**src/design/clock_ctrl_pkg.sv**
```systemverilog
// Constants, field layouts and carrier types of the system clock controller.
// Assumes a 32-bit classic Wishbone slave port with byte addresses.
package clock_ctrl_pkg;
	// Register byte offsets
	localparam logic [7:0] OFS_OSC_CTRL = 8'h00;
	localparam logic [7:0] OFS_OSC_STAT = 8'h04;
	localparam logic [7:0] OFS_CLK_CFG = 8'h08;
	localparam logic [7:0] OFS_GATE = 8'h0c;
	localparam logic [7:0] OFS_SEC = 8'h10;
	localparam logic [7:0] OFS_FLAG_CLR = 8'h14;
	localparam logic [7:0] OFS_TRIM = 8'h18;
	localparam logic [7:0] OFS_PLL = 8'h1c;
	localparam logic [7:0] OFS_KSEL = 8'h20;
	// System clock root codes
	localparam logic [1:0] SRC_MULTISPEED = 2'h0;
	localparam logic [1:0] SRC_INT_16M = 2'h1;
	localparam logic [1:0] SRC_EXT_FAST = 2'h2;
	localparam logic [1:0] SRC_PLL = 2'h3;
	// Multispeed ranges: 12 codes, code 6 is 4 MHz
	localparam logic [3:0] MS_RANGE_4M = 4'h6;
	localparam logic [3:0] MS_RANGE_MAX = 4'hb;
	// Prescaler codes are powers of two
	localparam logic [3:0] AHB_DIV_MAX = 4'h8;
	localparam logic [2:0] APB_DIV_MAX = 3'h4;
	localparam logic [6:0] SLOW_DIV_LAST = 7'h7f;
	// Ready bit positions; PD_PERIPH is the type-C gate bit
	localparam int RDY_EXT_FAST = 0;
	localparam int RDY_INT_16M = 1;
	localparam int RDY_MULTI = 2;
	localparam int RDY_PLL = 3;
	localparam int RDY_EXT_SLOW = 4;
	localparam int RDY_INT_SLOW = 5;
	localparam int RDY_INT_48M = 6;
	localparam int NUM_RDY = 7;
	localparam int PD_PERIPH = 0;
	// Field positions in the flag-clear and trim write words
	localparam int CLR_FAST_FAIL = 0;
	localparam int CLR_SLOW_FAIL = 1;
	localparam int CLR_RESET_FLAGS = 2;
	localparam int TRIM_SW_SYNC = 19;
	// Reset values
	localparam logic [16:0] OSC_CTRL_RST = 17'h00068;
	localparam logic [17:0] GATE_RST = 18'h30000;

	typedef struct packed {
		logic int_48m_en;
		logic slow_fail_en;
		logic fast_fail_en;
		logic auto_trim_en;
		logic int_slow_en;
		logic [1:0] ext_slow_drive;
		logic ext_slow_bypass;
		logic ext_slow_en;
		logic [3:0] multispeed_range;
		logic multispeed_en;
		logic int_16m_en;
		logic ext_fast_bypass;
		logic ext_fast_en;
	} osc_ctrl_type;

	typedef struct packed {
		logic [1:0] pll_src;
		logic slow_out_en;
		logic slow_out_sel;
		logic [2:0] gen_out_sel;
		logic [2:0] apb_ls_div;
		logic [2:0] apb_hs_div;
		logic [3:0] ahb_div;
		logic [1:0] sys_sel;
	} clk_cfg_type;

	typedef struct packed {
		logic [7:0] audio2_sel;
		logic [7:0] unused_sel;
	} pad_type;

	typedef enum logic [1:0] {
		SW_RUN = 2'b00,
		SW_WAIT = 2'b01,
		SW_GATE = 2'b11
	} switch_state_type;
endpackage

```
**src/design/system_clock_controller.sv**
```systemverilog
// System clock controller: source selection, prescalers, gating, failure
// monitor, clock outputs, security filter and oscillator trim engines.
// Assumes oscillators report ready and failure as asynchronous levels and
// deliver pre-divided tick levels; actual clock muxing sits outside.
// Notes on behaviour
// - System root chosen from multispeed, 16 MHz RC, fast oscillator or PLL.
// - Fast oscillator enable offered; it may also feed the PLL.
// - Fast oscillator bypass bit selects an external clock over a crystal.
// - Multispeed has twelve range codes and a software trim value.
// - Multispeed auto trimmed from slow oscillator ticks when enabled.
// - PLL fed by fast oscillator, 16 MHz RC or multispeed; 110 MHz cap.
// - Three PLLs with three independent output enables each.
// - Kernel clock selects independent of the system root selection.
// - 48 MHz RC usable for USB, SD, RNG and the general clock pin.
// - Type-C kernel clock from the 16 MHz RC, only once it runs.
// - Slow oscillator has four drive settings and a bypass bit.
// - Internal slow RC ticks divided by 128 for a 250 Hz source.
// - Reset leaves the multispeed RC at 4 MHz as system root.
// - Fast oscillator failure forces 16 MHz RC root and flags an interrupt.
// - Slow oscillator failure detected and flagged as an interrupt.
// - Software can stop core, memory and individual peripheral clocks.
// - AHB and both APB prescalers programmable, limited to 110 MHz.
// - General pin carries one selected clock; slow pin slow RC or oscillator.
// - With security on, non-secure access to system settings is blocked.
// - Secure peripherals' gate bits are hidden from non-secure access.
// - 48 MHz RC trimmed from a chosen sync source, manual trim allowed.
//
// Implementation choices: the register offsets and the Wishbone slave port.
`timescale 1ns/100ps

module trim_engine #(
	parameter int CW = 16,
	parameter logic [CW-1:0] TARGET = 16'd1465
) (
	input wire logic clk_i,
	input wire logic rst_i,
	input wire logic auto_i,
	input wire logic sync_i,
	input wire logic tick_i,
	input wire logic load_i,
	input wire logic [7:0] load_val_i,
	output logic [7:0] trim_o
);
	logic [CW-1:0] cnt_q;
	logic [7:0] trim_q;
	wire logic slow = cnt_q < TARGET;
	wire logic fast = cnt_q > TARGET;
	wire logic step_up = auto_i & sync_i & slow & (trim_q != 8'hff);
	wire logic step_dn = auto_i & sync_i & fast & (trim_q != 8'h00);
	assign trim_o = trim_q;
	// Manual load overrides a step in the same cycle for quick lock
	always_ff @(posedge clk_i)
	begin
		if (rst_i)
		begin
			cnt_q <= '0;
			trim_q <= 8'h80;
		end
		else
		begin
			cnt_q <= sync_i ? '0 : cnt_q + CW'(tick_i);
			if (load_i)
				trim_q <= load_val_i;
			else if (step_up)
				trim_q <= trim_q + 8'h01;
			else if (step_dn)
				trim_q <= trim_q - 8'h01;
		end
	end
endmodule // trim_engine

module pin_sync #(
	parameter int W = 1
) (
	input wire logic clk_i,
	input wire logic rst_i,
	input wire logic [W-1:0] pin_i,
	output logic [W-1:0] level_o
);
	logic [W-1:0] s1_q, s2_q, s3_q, f_q;
	// Take the new level only when stages two and three agree
	wire logic [W-1:0] f_d = ((s2_q ~^ s3_q) & s3_q) | ((s2_q ^ s3_q) & f_q);
	assign level_o = f_q;
	always_ff @(posedge clk_i)
	begin
		if (rst_i)
		begin
			s1_q <= '0;
			s2_q <= '0;
			s3_q <= '0;
			f_q <= '0;
		end
		else
		begin
			s1_q <= pin_i;
			s2_q <= s1_q;
			s3_q <= s2_q;
			f_q <= f_d;
		end
	end
endmodule // pin_sync

module system_clock_controller #(
	parameter int PERIPHS = 16,
	parameter logic [15:0] MS_TRIM_TARGET = 16'd1465,
	parameter logic [15:0] T48_TRIM_TARGET = 16'd48000
) (
	// Clock and reset
	input wire logic clk_i,
	input wire logic rst_i,
	// Wishbone slave
	input wire logic wb_cyc_i,
	input wire logic wb_stb_i,
	input wire logic wb_we_i,
	input wire logic [7:0] wb_adr_i,
	input wire logic [3:0] wb_sel_i,
	input wire logic [31:0] wb_dat_i,
	input wire logic wb_secure_i,
	output logic [31:0] wb_dat_o,
	output logic wb_ack_o,
	// Security option and oscillator status (asynchronous)
	input wire logic security_enable_option_i,
	input wire logic [6:0] osc_ready_i,
	input wire logic ext_fast_fail_i,
	input wire logic ext_slow_fail_i,
	// Sync and tick sources (asynchronous levels)
	input wire logic usb_sof_i,
	input wire logic ext_slow_tick_i,
	input wire logic trim_sync_input_i,
	input wire logic int_slow_tick_i,
	input wire logic multispeed_tick_i,
	input wire logic int_48m_tick_i,
	// Oscillator and clock tree control
	output clock_ctrl_pkg::osc_ctrl_type osc_ctrl_o,
	output clock_ctrl_pkg::clk_cfg_type clk_cfg_o,
	output logic [1:0] sys_root_sel_o,
	output logic sys_root_gate_o,
	output logic [11:0] pll_ctrl_o,
	output logic [7:0] kernel_sel_o,
	output logic [7:0] multispeed_trim_o,
	output logic [7:0] int_48m_trim_o,
	// Gating
	output logic core_clk_en_o,
	output logic mem_clk_en_o,
	output logic [PERIPHS-1:0] periph_clk_en_o,
	output logic typec_pd_clk_en_o,
	// Clock outputs and events
	output logic [2:0] general_clock_out_sel_o,
	output logic slow_clock_out_en_o,
	output logic slow_clock_out_sel_o,
	output logic slow_250hz_tick_o,
	output logic fast_fail_irq_o,
	output logic slow_fail_irq_o,
	output logic reset_flag_clear_o
);
	import clock_ctrl_pkg::*;

	osc_ctrl_type osc_q, osc_d;
	clk_cfg_type cfg_q, cfg_d;
	switch_state_type st_q, st_d;
	logic [1:0] act_q;
	logic [17:0] gate_q;
	logic [PERIPHS-1:0] psec_q;
	logic [11:0] pll_q;
	logic [7:0] ksel_q;
	logic [3:0] tsel_q;
	logic ack_q, ffail_q, sfail_q, rflag_q, tick_pr_q;
	logic [31:0] rdat_q;
	logic [6:0] div_q;
	logic [14:0] sync_prev_q;
	logic [14:0] sync_lv;

	pin_sync #(.W(15)) u_sync (
		.clk_i(clk_i),
		.rst_i(rst_i),
		.pin_i({int_48m_tick_i, multispeed_tick_i, int_slow_tick_i, trim_sync_input_i,
			ext_slow_tick_i, usb_sof_i, ext_slow_fail_i, ext_fast_fail_i, osc_ready_i}),
		.level_o(sync_lv)
	);

	wire logic [6:0] rdy = sync_lv[6:0];
	wire logic [14:7] rise = sync_lv[14:7] & ~sync_prev_q[14:7];
	wire logic fast_fail_ev = rise[7] & osc_q.fast_fail_en;
	wire logic slow_fail_ev = rise[8] & osc_q.slow_fail_en;

	// Bus decode
	wire logic req = wb_cyc_i & wb_stb_i;
	wire logic wr_fire = req & ack_q & wb_we_i;
	// Secured system settings are invisible to non-secure masters
	wire logic ns_lock = security_enable_option_i & ~wb_secure_i;
	wire logic [31:0] be_mask = {{8{wb_sel_i[3]}}, {8{wb_sel_i[2]}},
		{8{wb_sel_i[1]}}, {8{wb_sel_i[0]}}};
	wire logic a_osc = wb_adr_i == OFS_OSC_CTRL;
	wire logic a_stat = wb_adr_i == OFS_OSC_STAT;
	wire logic a_cfg = wb_adr_i == OFS_CLK_CFG;
	wire logic a_gate = wb_adr_i == OFS_GATE;
	wire logic a_sec = wb_adr_i == OFS_SEC;
	wire logic a_clr = wb_adr_i == OFS_FLAG_CLR;
	wire logic a_trim = wb_adr_i == OFS_TRIM;
	wire logic a_pll = wb_adr_i == OFS_PLL;
	wire logic a_ksel = wb_adr_i == OFS_KSEL;
	wire logic sec_reg = a_osc | a_cfg | a_clr | a_trim | a_pll | a_ksel | a_sec;
	wire logic blocked = ns_lock & sec_reg;
	wire logic [17:0] gate_hide = ns_lock ? {2'b00, 16'(psec_q)} : 18'h00000;

	wire logic [31:0] stat_word = {21'h000000, rflag_q, sfail_q, ffail_q, 1'b0, rdy};
	wire logic [31:0] cfg_word = {10'h000, act_q, 1'b0, cfg_q};
	wire logic [31:0] trim_word = {12'h000, tsel_q, int_48m_trim_o, multispeed_trim_o};
	wire logic [31:0] cur_word =
		a_osc ? {15'h0000, osc_q} :
		a_stat ? stat_word :
		a_cfg ? cfg_word :
		a_gate ? {14'h0000, gate_q & ~gate_hide} :
		a_sec ? 32'(psec_q) :
		a_trim ? trim_word :
		a_pll ? {20'h00000, pll_q} :
		a_ksel ? {24'h000000, ksel_q} : 32'h00000000;
	wire logic [31:0] rd_word = blocked ? 32'h00000000 : cur_word;
	wire logic [31:0] wv = (cur_word & ~be_mask) | (wb_dat_i & be_mask);
	wire logic [31:0] wclr = wb_dat_i & be_mask;
	wire logic wr_ok = wr_fire & ~blocked;
	wire logic clr_fast = wr_ok & a_clr & wclr[CLR_FAST_FAIL];
	wire logic clr_slow = wr_ok & a_clr & wclr[CLR_SLOW_FAIL];
	wire logic clr_rflag = wr_ok & a_clr & wclr[CLR_RESET_FLAGS];
	wire logic trim_wr = wr_ok & a_trim;
	wire logic sw_sync = trim_wr & wclr[TRIM_SW_SYNC];

	// range codes above the last one are clamped
	wire logic [3:0] ms_rng = (wv[7:4] > MS_RANGE_MAX) ? MS_RANGE_MAX : wv[7:4];
	// prescaler codes clamped to their legal span
	wire logic [3:0] ahb_w = (wv[5:2] > AHB_DIV_MAX) ? AHB_DIV_MAX : wv[5:2];
	wire logic [2:0] hs_w = (wv[8:6] > APB_DIV_MAX) ? APB_DIV_MAX : wv[8:6];
	wire logic [2:0] ls_w = (wv[11:9] > APB_DIV_MAX) ? APB_DIV_MAX : wv[11:9];

	always_comb
	begin
		osc_d = osc_q;
		if (wr_ok & a_osc)
		begin
			// oscillator enables, bypass and drive bits
			osc_d = osc_ctrl_type'(wv[16:0]);
			osc_d.multispeed_range = ms_rng;
		end
		// failover keeps the 16 MHz RC running
		if (fast_fail_ev)
			osc_d.int_16m_en = 1'b1;
	end

	always_comb
	begin
		cfg_d = cfg_q;
		if (wr_ok & a_cfg)
		begin
			cfg_d = clk_cfg_type'(wv[18:0]);
			cfg_d.ahb_div = ahb_w;
			cfg_d.apb_hs_div = hs_w;
			cfg_d.apb_ls_div = ls_w;
			// PLL input code 3 is not a source
			if (wv[18:17] == 2'h3)
				cfg_d.pll_src = cfg_q.pll_src;
		end
		if (fast_fail_ev)
			cfg_d.sys_sel = SRC_INT_16M;
	end

	// ready bit of the requested root
	wire logic tgt_rdy =
		(cfg_q.sys_sel == SRC_MULTISPEED) ? rdy[RDY_MULTI] :
		(cfg_q.sys_sel == SRC_INT_16M) ? rdy[RDY_INT_16M] :
		(cfg_q.sys_sel == SRC_EXT_FAST) ? rdy[RDY_EXT_FAST] : rdy[RDY_PLL];

	always_comb
	begin
		case (st_q)
			SW_RUN: st_d = (cfg_q.sys_sel != act_q) ? SW_WAIT : SW_RUN;
			SW_WAIT: st_d = (cfg_q.sys_sel == act_q) ? SW_RUN : (tgt_rdy ? SW_GATE : SW_WAIT);
			SW_GATE: st_d = SW_RUN;
			default: st_d = SW_RUN;
		endcase
		if (fast_fail_ev)
			st_d = SW_RUN;
	end

	always_ff @(posedge clk_i)
	begin
		if (rst_i)
		begin
			// multispeed RC at 4 MHz after reset
			osc_q <= osc_ctrl_type'(OSC_CTRL_RST);
			cfg_q <= '0;
			act_q <= SRC_MULTISPEED;
			st_q <= SW_RUN;
		end
		else
		begin
			osc_q <= osc_d;
			cfg_q <= cfg_d;
			st_q <= st_d;
			if (fast_fail_ev)
				act_q <= SRC_INT_16M;
			// otherwise root changes only from the gated state
			else if (st_q == SW_GATE)
				act_q <= cfg_q.sys_sel;
		end
	end

	always_ff @(posedge clk_i)
	begin
		if (rst_i)
		begin
			gate_q <= GATE_RST;
			psec_q <= '0;
			pll_q <= 12'h000;
			ksel_q <= 8'h00;
			tsel_q <= 4'h0;
		end
		else
		begin
			// hidden bits keep their value on non-secure writes
			if (wr_fire & a_gate)
				gate_q <= (gate_q & gate_hide) | (wv[17:0] & ~gate_hide);
			if (wr_ok & a_sec)
				psec_q <= wv[PERIPHS-1:0];
			// three PLL enables and nine output enables
			if (wr_ok & a_pll)
				pll_q <= wv[11:0];
			if (wr_ok & a_ksel)
				ksel_q <= wv[7:0];
			if (trim_wr)
				tsel_q <= wv[19:16];
		end
	end

	// sync source: 0 USB frame, 1 slow oscillator, 2 pin, 3 software
	wire logic sync48 =
		(tsel_q[1:0] == 2'h0) ? rise[9] :
		(tsel_q[1:0] == 2'h1) ? rise[10] :
		(tsel_q[1:0] == 2'h2) ? rise[11] : sw_sync;

	// multispeed locked to slow oscillator ticks
	trim_engine #(.CW(16), .TARGET(MS_TRIM_TARGET)) u_ms_trim (
		.clk_i(clk_i),
		.rst_i(rst_i),
		.auto_i(osc_q.auto_trim_en & rdy[RDY_EXT_SLOW]),
		.sync_i(rise[10]),
		.tick_i(rise[13]),
		.load_i(trim_wr & wb_sel_i[0]),
		.load_val_i(wb_dat_i[7:0]),
		.trim_o(multispeed_trim_o)
	);

	// 48 MHz RC auto trim with manual load
	trim_engine #(.CW(16), .TARGET(T48_TRIM_TARGET)) u_48_trim (
		.clk_i(clk_i),
		.rst_i(rst_i),
		.auto_i(tsel_q[2]),
		.sync_i(sync48),
		.tick_i(rise[14]),
		.load_i(trim_wr & wb_sel_i[1]),
		.load_val_i(wb_dat_i[15:8]),
		.trim_o(int_48m_trim_o)
	);

	always_ff @(posedge clk_i)
	begin
		if (rst_i)
		begin
			ack_q <= 1'b0;
			rdat_q <= 32'h00000000;
			ffail_q <= 1'b0;
			sfail_q <= 1'b0;
			rflag_q <= 1'b0;
			sync_prev_q <= '0;
			div_q <= 7'h00;
			tick_pr_q <= 1'b0;
		end
		else
		begin
			ack_q <= req & ~ack_q;
			if (req & ~ack_q)
				rdat_q <= rd_word;
			sync_prev_q <= sync_lv;
			// a new failure wins over a clear
			ffail_q <= fast_fail_ev | (ffail_q & ~clr_fast);
			sfail_q <= slow_fail_ev | (sfail_q & ~clr_slow);
			rflag_q <= clr_rflag;
			// divide slow RC ticks by 128
			if (rise[12])
				div_q <= div_q + 7'h01;
			tick_pr_q <= rise[12] & (div_q == SLOW_DIV_LAST);
		end
	end

	assign wb_ack_o = ack_q;
	assign wb_dat_o = rdat_q;
	assign osc_ctrl_o = osc_q;
	assign clk_cfg_o = cfg_q;
	assign sys_root_sel_o = act_q;
	assign sys_root_gate_o = st_q != SW_GATE;
	assign pll_ctrl_o = pll_q;
	assign kernel_sel_o = ksel_q;
	assign core_clk_en_o = gate_q[17];
	assign mem_clk_en_o = gate_q[16];
	assign periph_clk_en_o = gate_q[PERIPHS-1:0];
	// type-C clock only while the 16 MHz RC is enabled and ready
	assign typec_pd_clk_en_o = gate_q[PD_PERIPH] & osc_q.int_16m_en & rdy[RDY_INT_16M];
	assign general_clock_out_sel_o = cfg_q.gen_out_sel;
	assign slow_clock_out_en_o = cfg_q.slow_out_en;
	assign slow_clock_out_sel_o = cfg_q.slow_out_sel;
	assign slow_250hz_tick_o = tick_pr_q;
	assign fast_fail_irq_o = ffail_q;
	assign slow_fail_irq_o = sfail_q;
	assign reset_flag_clear_o = rflag_q;

	chk_fail_forces_16m: assert property (@(posedge clk_i) disable iff (rst_i)
		fast_fail_ev |=> act_q == SRC_INT_16M && ffail_q && osc_q.int_16m_en)
		else $error("failover did not select 16 MHz RC");
	chk_switch_needs_ready: assert property (@(posedge clk_i) disable iff (rst_i)
		(act_q != $past(act_q)) && !$past(fast_fail_ev) |-> $past(tgt_rdy, 2))
		else $error("root changed without ready source");
	chk_gate_one_cycle: assert property (@(posedge clk_i) disable iff (rst_i)
		!sys_root_gate_o |=> sys_root_gate_o && act_q == $past(cfg_q.sys_sel))
		else $error("gate window wrong");
	chk_reset_root: assert property (@(posedge clk_i)
		$past(rst_i) |-> act_q == SRC_MULTISPEED && osc_q.multispeed_range == MS_RANGE_4M)
		else $error("reset root not 4 MHz multispeed");
	chk_range_clamp: assert property (@(posedge clk_i) disable iff (rst_i)
		osc_q.multispeed_range <= MS_RANGE_MAX)
		else $error("multispeed range out of span");
	chk_prescale_span: assert property (@(posedge clk_i) disable iff (rst_i)
		cfg_q.ahb_div <= AHB_DIV_MAX && cfg_q.apb_hs_div <= APB_DIV_MAX
		&& cfg_q.apb_ls_div <= APB_DIV_MAX)
		else $error("prescaler code out of span");
	chk_slow_fail_sticky: assert property (@(posedge clk_i) disable iff (rst_i)
		sfail_q && !clr_slow |=> sfail_q)
		else $error("slow failure flag lost");
	chk_ns_read_blank: assert property (@(posedge clk_i) disable iff (rst_i)
		req && !ack_q && blocked |=> wb_ack_o && wb_dat_o == 32'h00000000)
		else $error("secured register leaked");
	chk_typec_needs_rc: assert property (@(posedge clk_i) disable iff (rst_i)
		typec_pd_clk_en_o |-> rdy[RDY_INT_16M])
		else $error("type-C clock without 16 MHz RC");
	chk_ack_next: assert property (@(posedge clk_i) disable iff (rst_i)
		req && !ack_q |=> wb_ack_o ##1 !wb_ack_o)
		else $error("bus answer timing");
	cov_switch_pll: cover property (@(posedge clk_i) disable iff (rst_i)
		st_q == SW_GATE && cfg_q.sys_sel == SRC_PLL);
	cov_failover: cover property (@(posedge clk_i) disable iff (rst_i) fast_fail_ev);
	cov_slow_tick: cover property (@(posedge clk_i) disable iff (rst_i) slow_250hz_tick_o);
endmodule // system_clock_controller

```
**config.mk**
```make
export PLATFORM = sky130hd
export DESIGN_NAME = system_clock_controller
export DESIGN_NICKNAME = d
export VERILOG_FILES = /design/src/design/clock_ctrl_pkg.sv /design/src/design/system_clock_controller.sv
export SDC_FILE = /design/constraint.sdc
export NUM_CORES = 1
export LEC_CHECK = 0
export ABC_AREA = 1
export BUFFER_PORTS_ARGS = -buffer_cell sky130_fd_sc_hd__buf_2
export CORE_UTILIZATION = 57
export DETAILED_ROUTE_END_ITERATION = 12
export PLACE_DENSITY = 0.9
export SLEW_MARGIN = 20
export SYNTH_ARGS = -nofsm -noshare
export SYNTH_HDL_FRONTEND = slang
export SYNTH_SLANG_ARGS = --single-unit
```
**constraint.sdc**
```tcl
create_clock -name clk_i -period 4.2 [get_ports clk_i]
set_input_delay 0.84 -clock clk_i [delete_from_list [all_inputs] [get_ports clk_i]]
set_output_delay 0.84 -clock clk_i [all_outputs]
set_load 0.05 [all_outputs]
```
==> run_results.csv <==
group,metric,value,unit
synth,async_flop_share,0,%
route,drcViolationCount,0,
timing,finalClockSkew,7.49,ps
layout,final_util,67.4,%
synth,synth-warning-count,0,
synth,synth_top_flop_cell,"dfxtp_1",
synth,synth_edf_count,0,
placement,dp_cells,2051,
layout,fin_nets,1909,
synth,ys_seq_area_share,42.1,%
clock_network,post_cts_resized,0,
clock_network,clk_pin_slew,60,ps
layout,drive_gt1_share,15.8,%
status,outcome,"finished, final reports clean",
synth,synth_top_cell_by_area,"dfxtp_1",
clock_network,cts_hold_buf,0,
layout,fillers,1674,
synth,netlist_area,11800,um2
critical_path,required,4630,ps
floorplanning,die_y,146,um
placement,numPortBuffers,178,
floorplanning,die_x,146,um
floorplanning,std_cell_rows,52,
global_routing,antenna_found_initial,1,
route,vias,11800,
pwr,p_leak,6.42,nW
route,antenna_left,0,
timing,worstMarginPinSlew,912,ps
route,drt_wl_total,34500,um
critical_path,end_kind,"flip-flop",
pwr,finalPower,4.97,mW
synth,avgSynthCellArea,7.13,um2
global_routing,met3_usage,7.71,%
global_routing,gr-total-overflow,0,
floorplanning,core-area,20200,um2
timing,min_period,3390,ps
layout,mostFrequentLayoutCells,"nand2_1 (320), dfxtp_1 (248), inv_1 (237)",
route,vias_per_cell,5.63,
synth,syn_inst,1655,
route,dr.pass1.iters,5,
placement,gp_congestion,0.979,
global_routing,met1_usage,39.0,%
layout,syn_to_final_growth,15.6,%
timing,finalHoldViolCount,0,
critical_path,critPathKind,"input pin to flip-flop",
clock_network,cts_max_level,1,
floorplanning,dieArea,21300,um2
synth,synth_top_area_share,42.1,%
route,wl_per_cell,16.5,um
layout,final_common_cell,"nand2_1",
clock_network,cts_tree,"yes",
critical_path,startpoint_type,"input pin",
global_routing,grt_first_pass_wirelength,54800,um
synth,synth-seq-cells,248,
global_routing,first_global_vias,10900,
global_routing,use_met2,51.8,%
timing,grt_setup_unrepaired,"false",
clock_network,cts_setup_buffers,0,
global_routing,grt.busiest_layer,"met2",
clock_network,clock-sinks,248,
timing,max_slew_margin,39.2,%
floorplanning,ioPinCount,202,
timing,drv_slew,0,
clock_network,cts_max_path_buffers,3,
layout,diodes,0,
timing,fin_tns_setup,0,ps
placement,hpwlAfterDp,25000,um
critical_path,path_max_fanout,9,
layout,fin_cells,2096,
route,drt-initial-drc-count,1104,
synth,synthTopCellsByArea,"dfxtp_1 (42%), nand2_1 (10%), inv_1 (7.5%)",
worst_hold_path,hold_path_class,"flip-flop to flip-flop",
global_routing,grt_util_all_layers,32.0,%
clock_network,clock_latency,530,ps
global_routing,grt_start_max_net_pins,87,
timing,finalCritPeriodShare,80.7,%
synth,ys_types,53,
job,drv_cap,0,
timing,fmax,295,MHz
clock_network,numCtsBuffers,25,
floorplanning,start_util,58.3,%
pwr,p_per_area,364,nW/um2
pwr,ir_drop,0.327,mV
timing,setup_viol,0,
critical_path,worstPathArrival,3820,ps
clock_network,cts-root-buf,"clkbuf_16",
## power by group
part / switching (mW) / internal, mW / total [mW]
Combinational: 0.162 / 0.0512 / 0.213
Clock: 0.947 / 1.43 / 2.38
Sequential: 0.00772 / 2.37 / 2.38
## metrics by stage
stage                     hold WS (ps)  worst slack (ps)  area, um2
after floorplan                    388               776      11800
after global placement             390               418      12800
after detailed placement           393               302      12800
after CTS                          402               841      13600
after global routing               413               588      13600
final                              399               812      13600
## cell families (layout without fill, tap and decap cells)
group | Yosys count | count (layout) | share of synthesized area [%]
buf+inv | 325 | 487 | 11.4
compound gates | 336 | 336 | 15.0
flops | 248 | 248 | 42.1
simple gates | 695 | 695 | 26.4
other cells | 1 | 10 | 0.0318
fa+ha+maj | 35 | 35 | 3.84
xor+xnor | 11 | 11 | 0.816
mux | 4 | 4 | 0.445
## flip-flops by register name (all words and copies together) (netlist names), 14 cells and up, named ones only
signal           flops
wb_dat_o            22
u_sync.s2_q         15
clk_cfg_o           14
u_sync.level_o      15
u_sync.s1_q         15
osc_ctrl_o          17
u_ms_trim.cnt_q     16
psec_q              16
u_48_trim.cnt_q     16
u_sync.s3_q         15
## synth_stat cells, types with 9 or more instances
library cell / instances
nand2_1: 320
buf_4: 21
nor3_1: 24
nand4_1: 20
nand3_1: 95
nor2_1: 172
or2_2: 10
o211ai_1: 9
clkbuf_1: 32
o21ai_1: 25
a21oi_1: 173
o21ai_0: 102
buf_2: 14
inv_2: 13
inv_1: 237
dfxtp_1: 248
ha_1: 33
## path summary, 6_finish.rpt
check / from / depth (start not counted) / slack [ps] / end
worst max register to register: wb_ack_o$_SDFF_PP0_ / 17 / 870 / u_48_trim.trim_o[7]$_SDFFE_PP1P_
worst min-delay path: u_sync.s1_q[1]$_SDFF_PP0_ / 2 / 400 / u_sync.s2_q[1]$_SDFF_PP0_
worst max-delay path: wb_cyc_i / 18 / 810 / u_48_trim.trim_o[7]$_SDFFE_PP1P_
worst min register to register: u_sync.s1_q[1]$_SDFF_PP0_ / 2 / 400 / u_sync.s2_q[1]$_SDFF_PP0_
## routing by layer
| layer | routed length, um | vias to the layer above | share of wire (%) |
|---|---|---|---|
| met3 | 4090 | 126 | 12 |
| met5 | 16 | - | 0.046 |
| met4 | 1930 | 2 | 5.6 |
| met2 | 15700 | 691 | 45 |
| met1 | 12800 | 5379 | 37 |
| li1 | - | 5605 | - |
## worst max-delay path, cell delays in order
cell and delay, ps:
buf_2 80, nand2_1 130, nor2_8 310, nand4_4 170, o21bai_1 150, nand2_1 80, nand2_2 100, nand4_1 390
ha_1 520, a21oi_1 210, nand2_1 90, nand2_1 70, o311ai_0 180, xor2_1 200, inv_1 80, nand2_1 40
nand3_1 100, nand2_1 50
## final cells by class
class | count | area (um2) | share of cell area [%]
inverter | 254 | 956 | 7.01
clock buffer | 36 | 717 | 5.25
clock inverter | 9 | 159 | 1.16
sequential | 248 | 4960 | 36.4
tap | 270 | 338 | 2.48
timing repair buffer | 188 | 981 | 7.19
multi-input combinational | 1091 | 5530 | 40.5
Power figures use the tool's default switching activity.
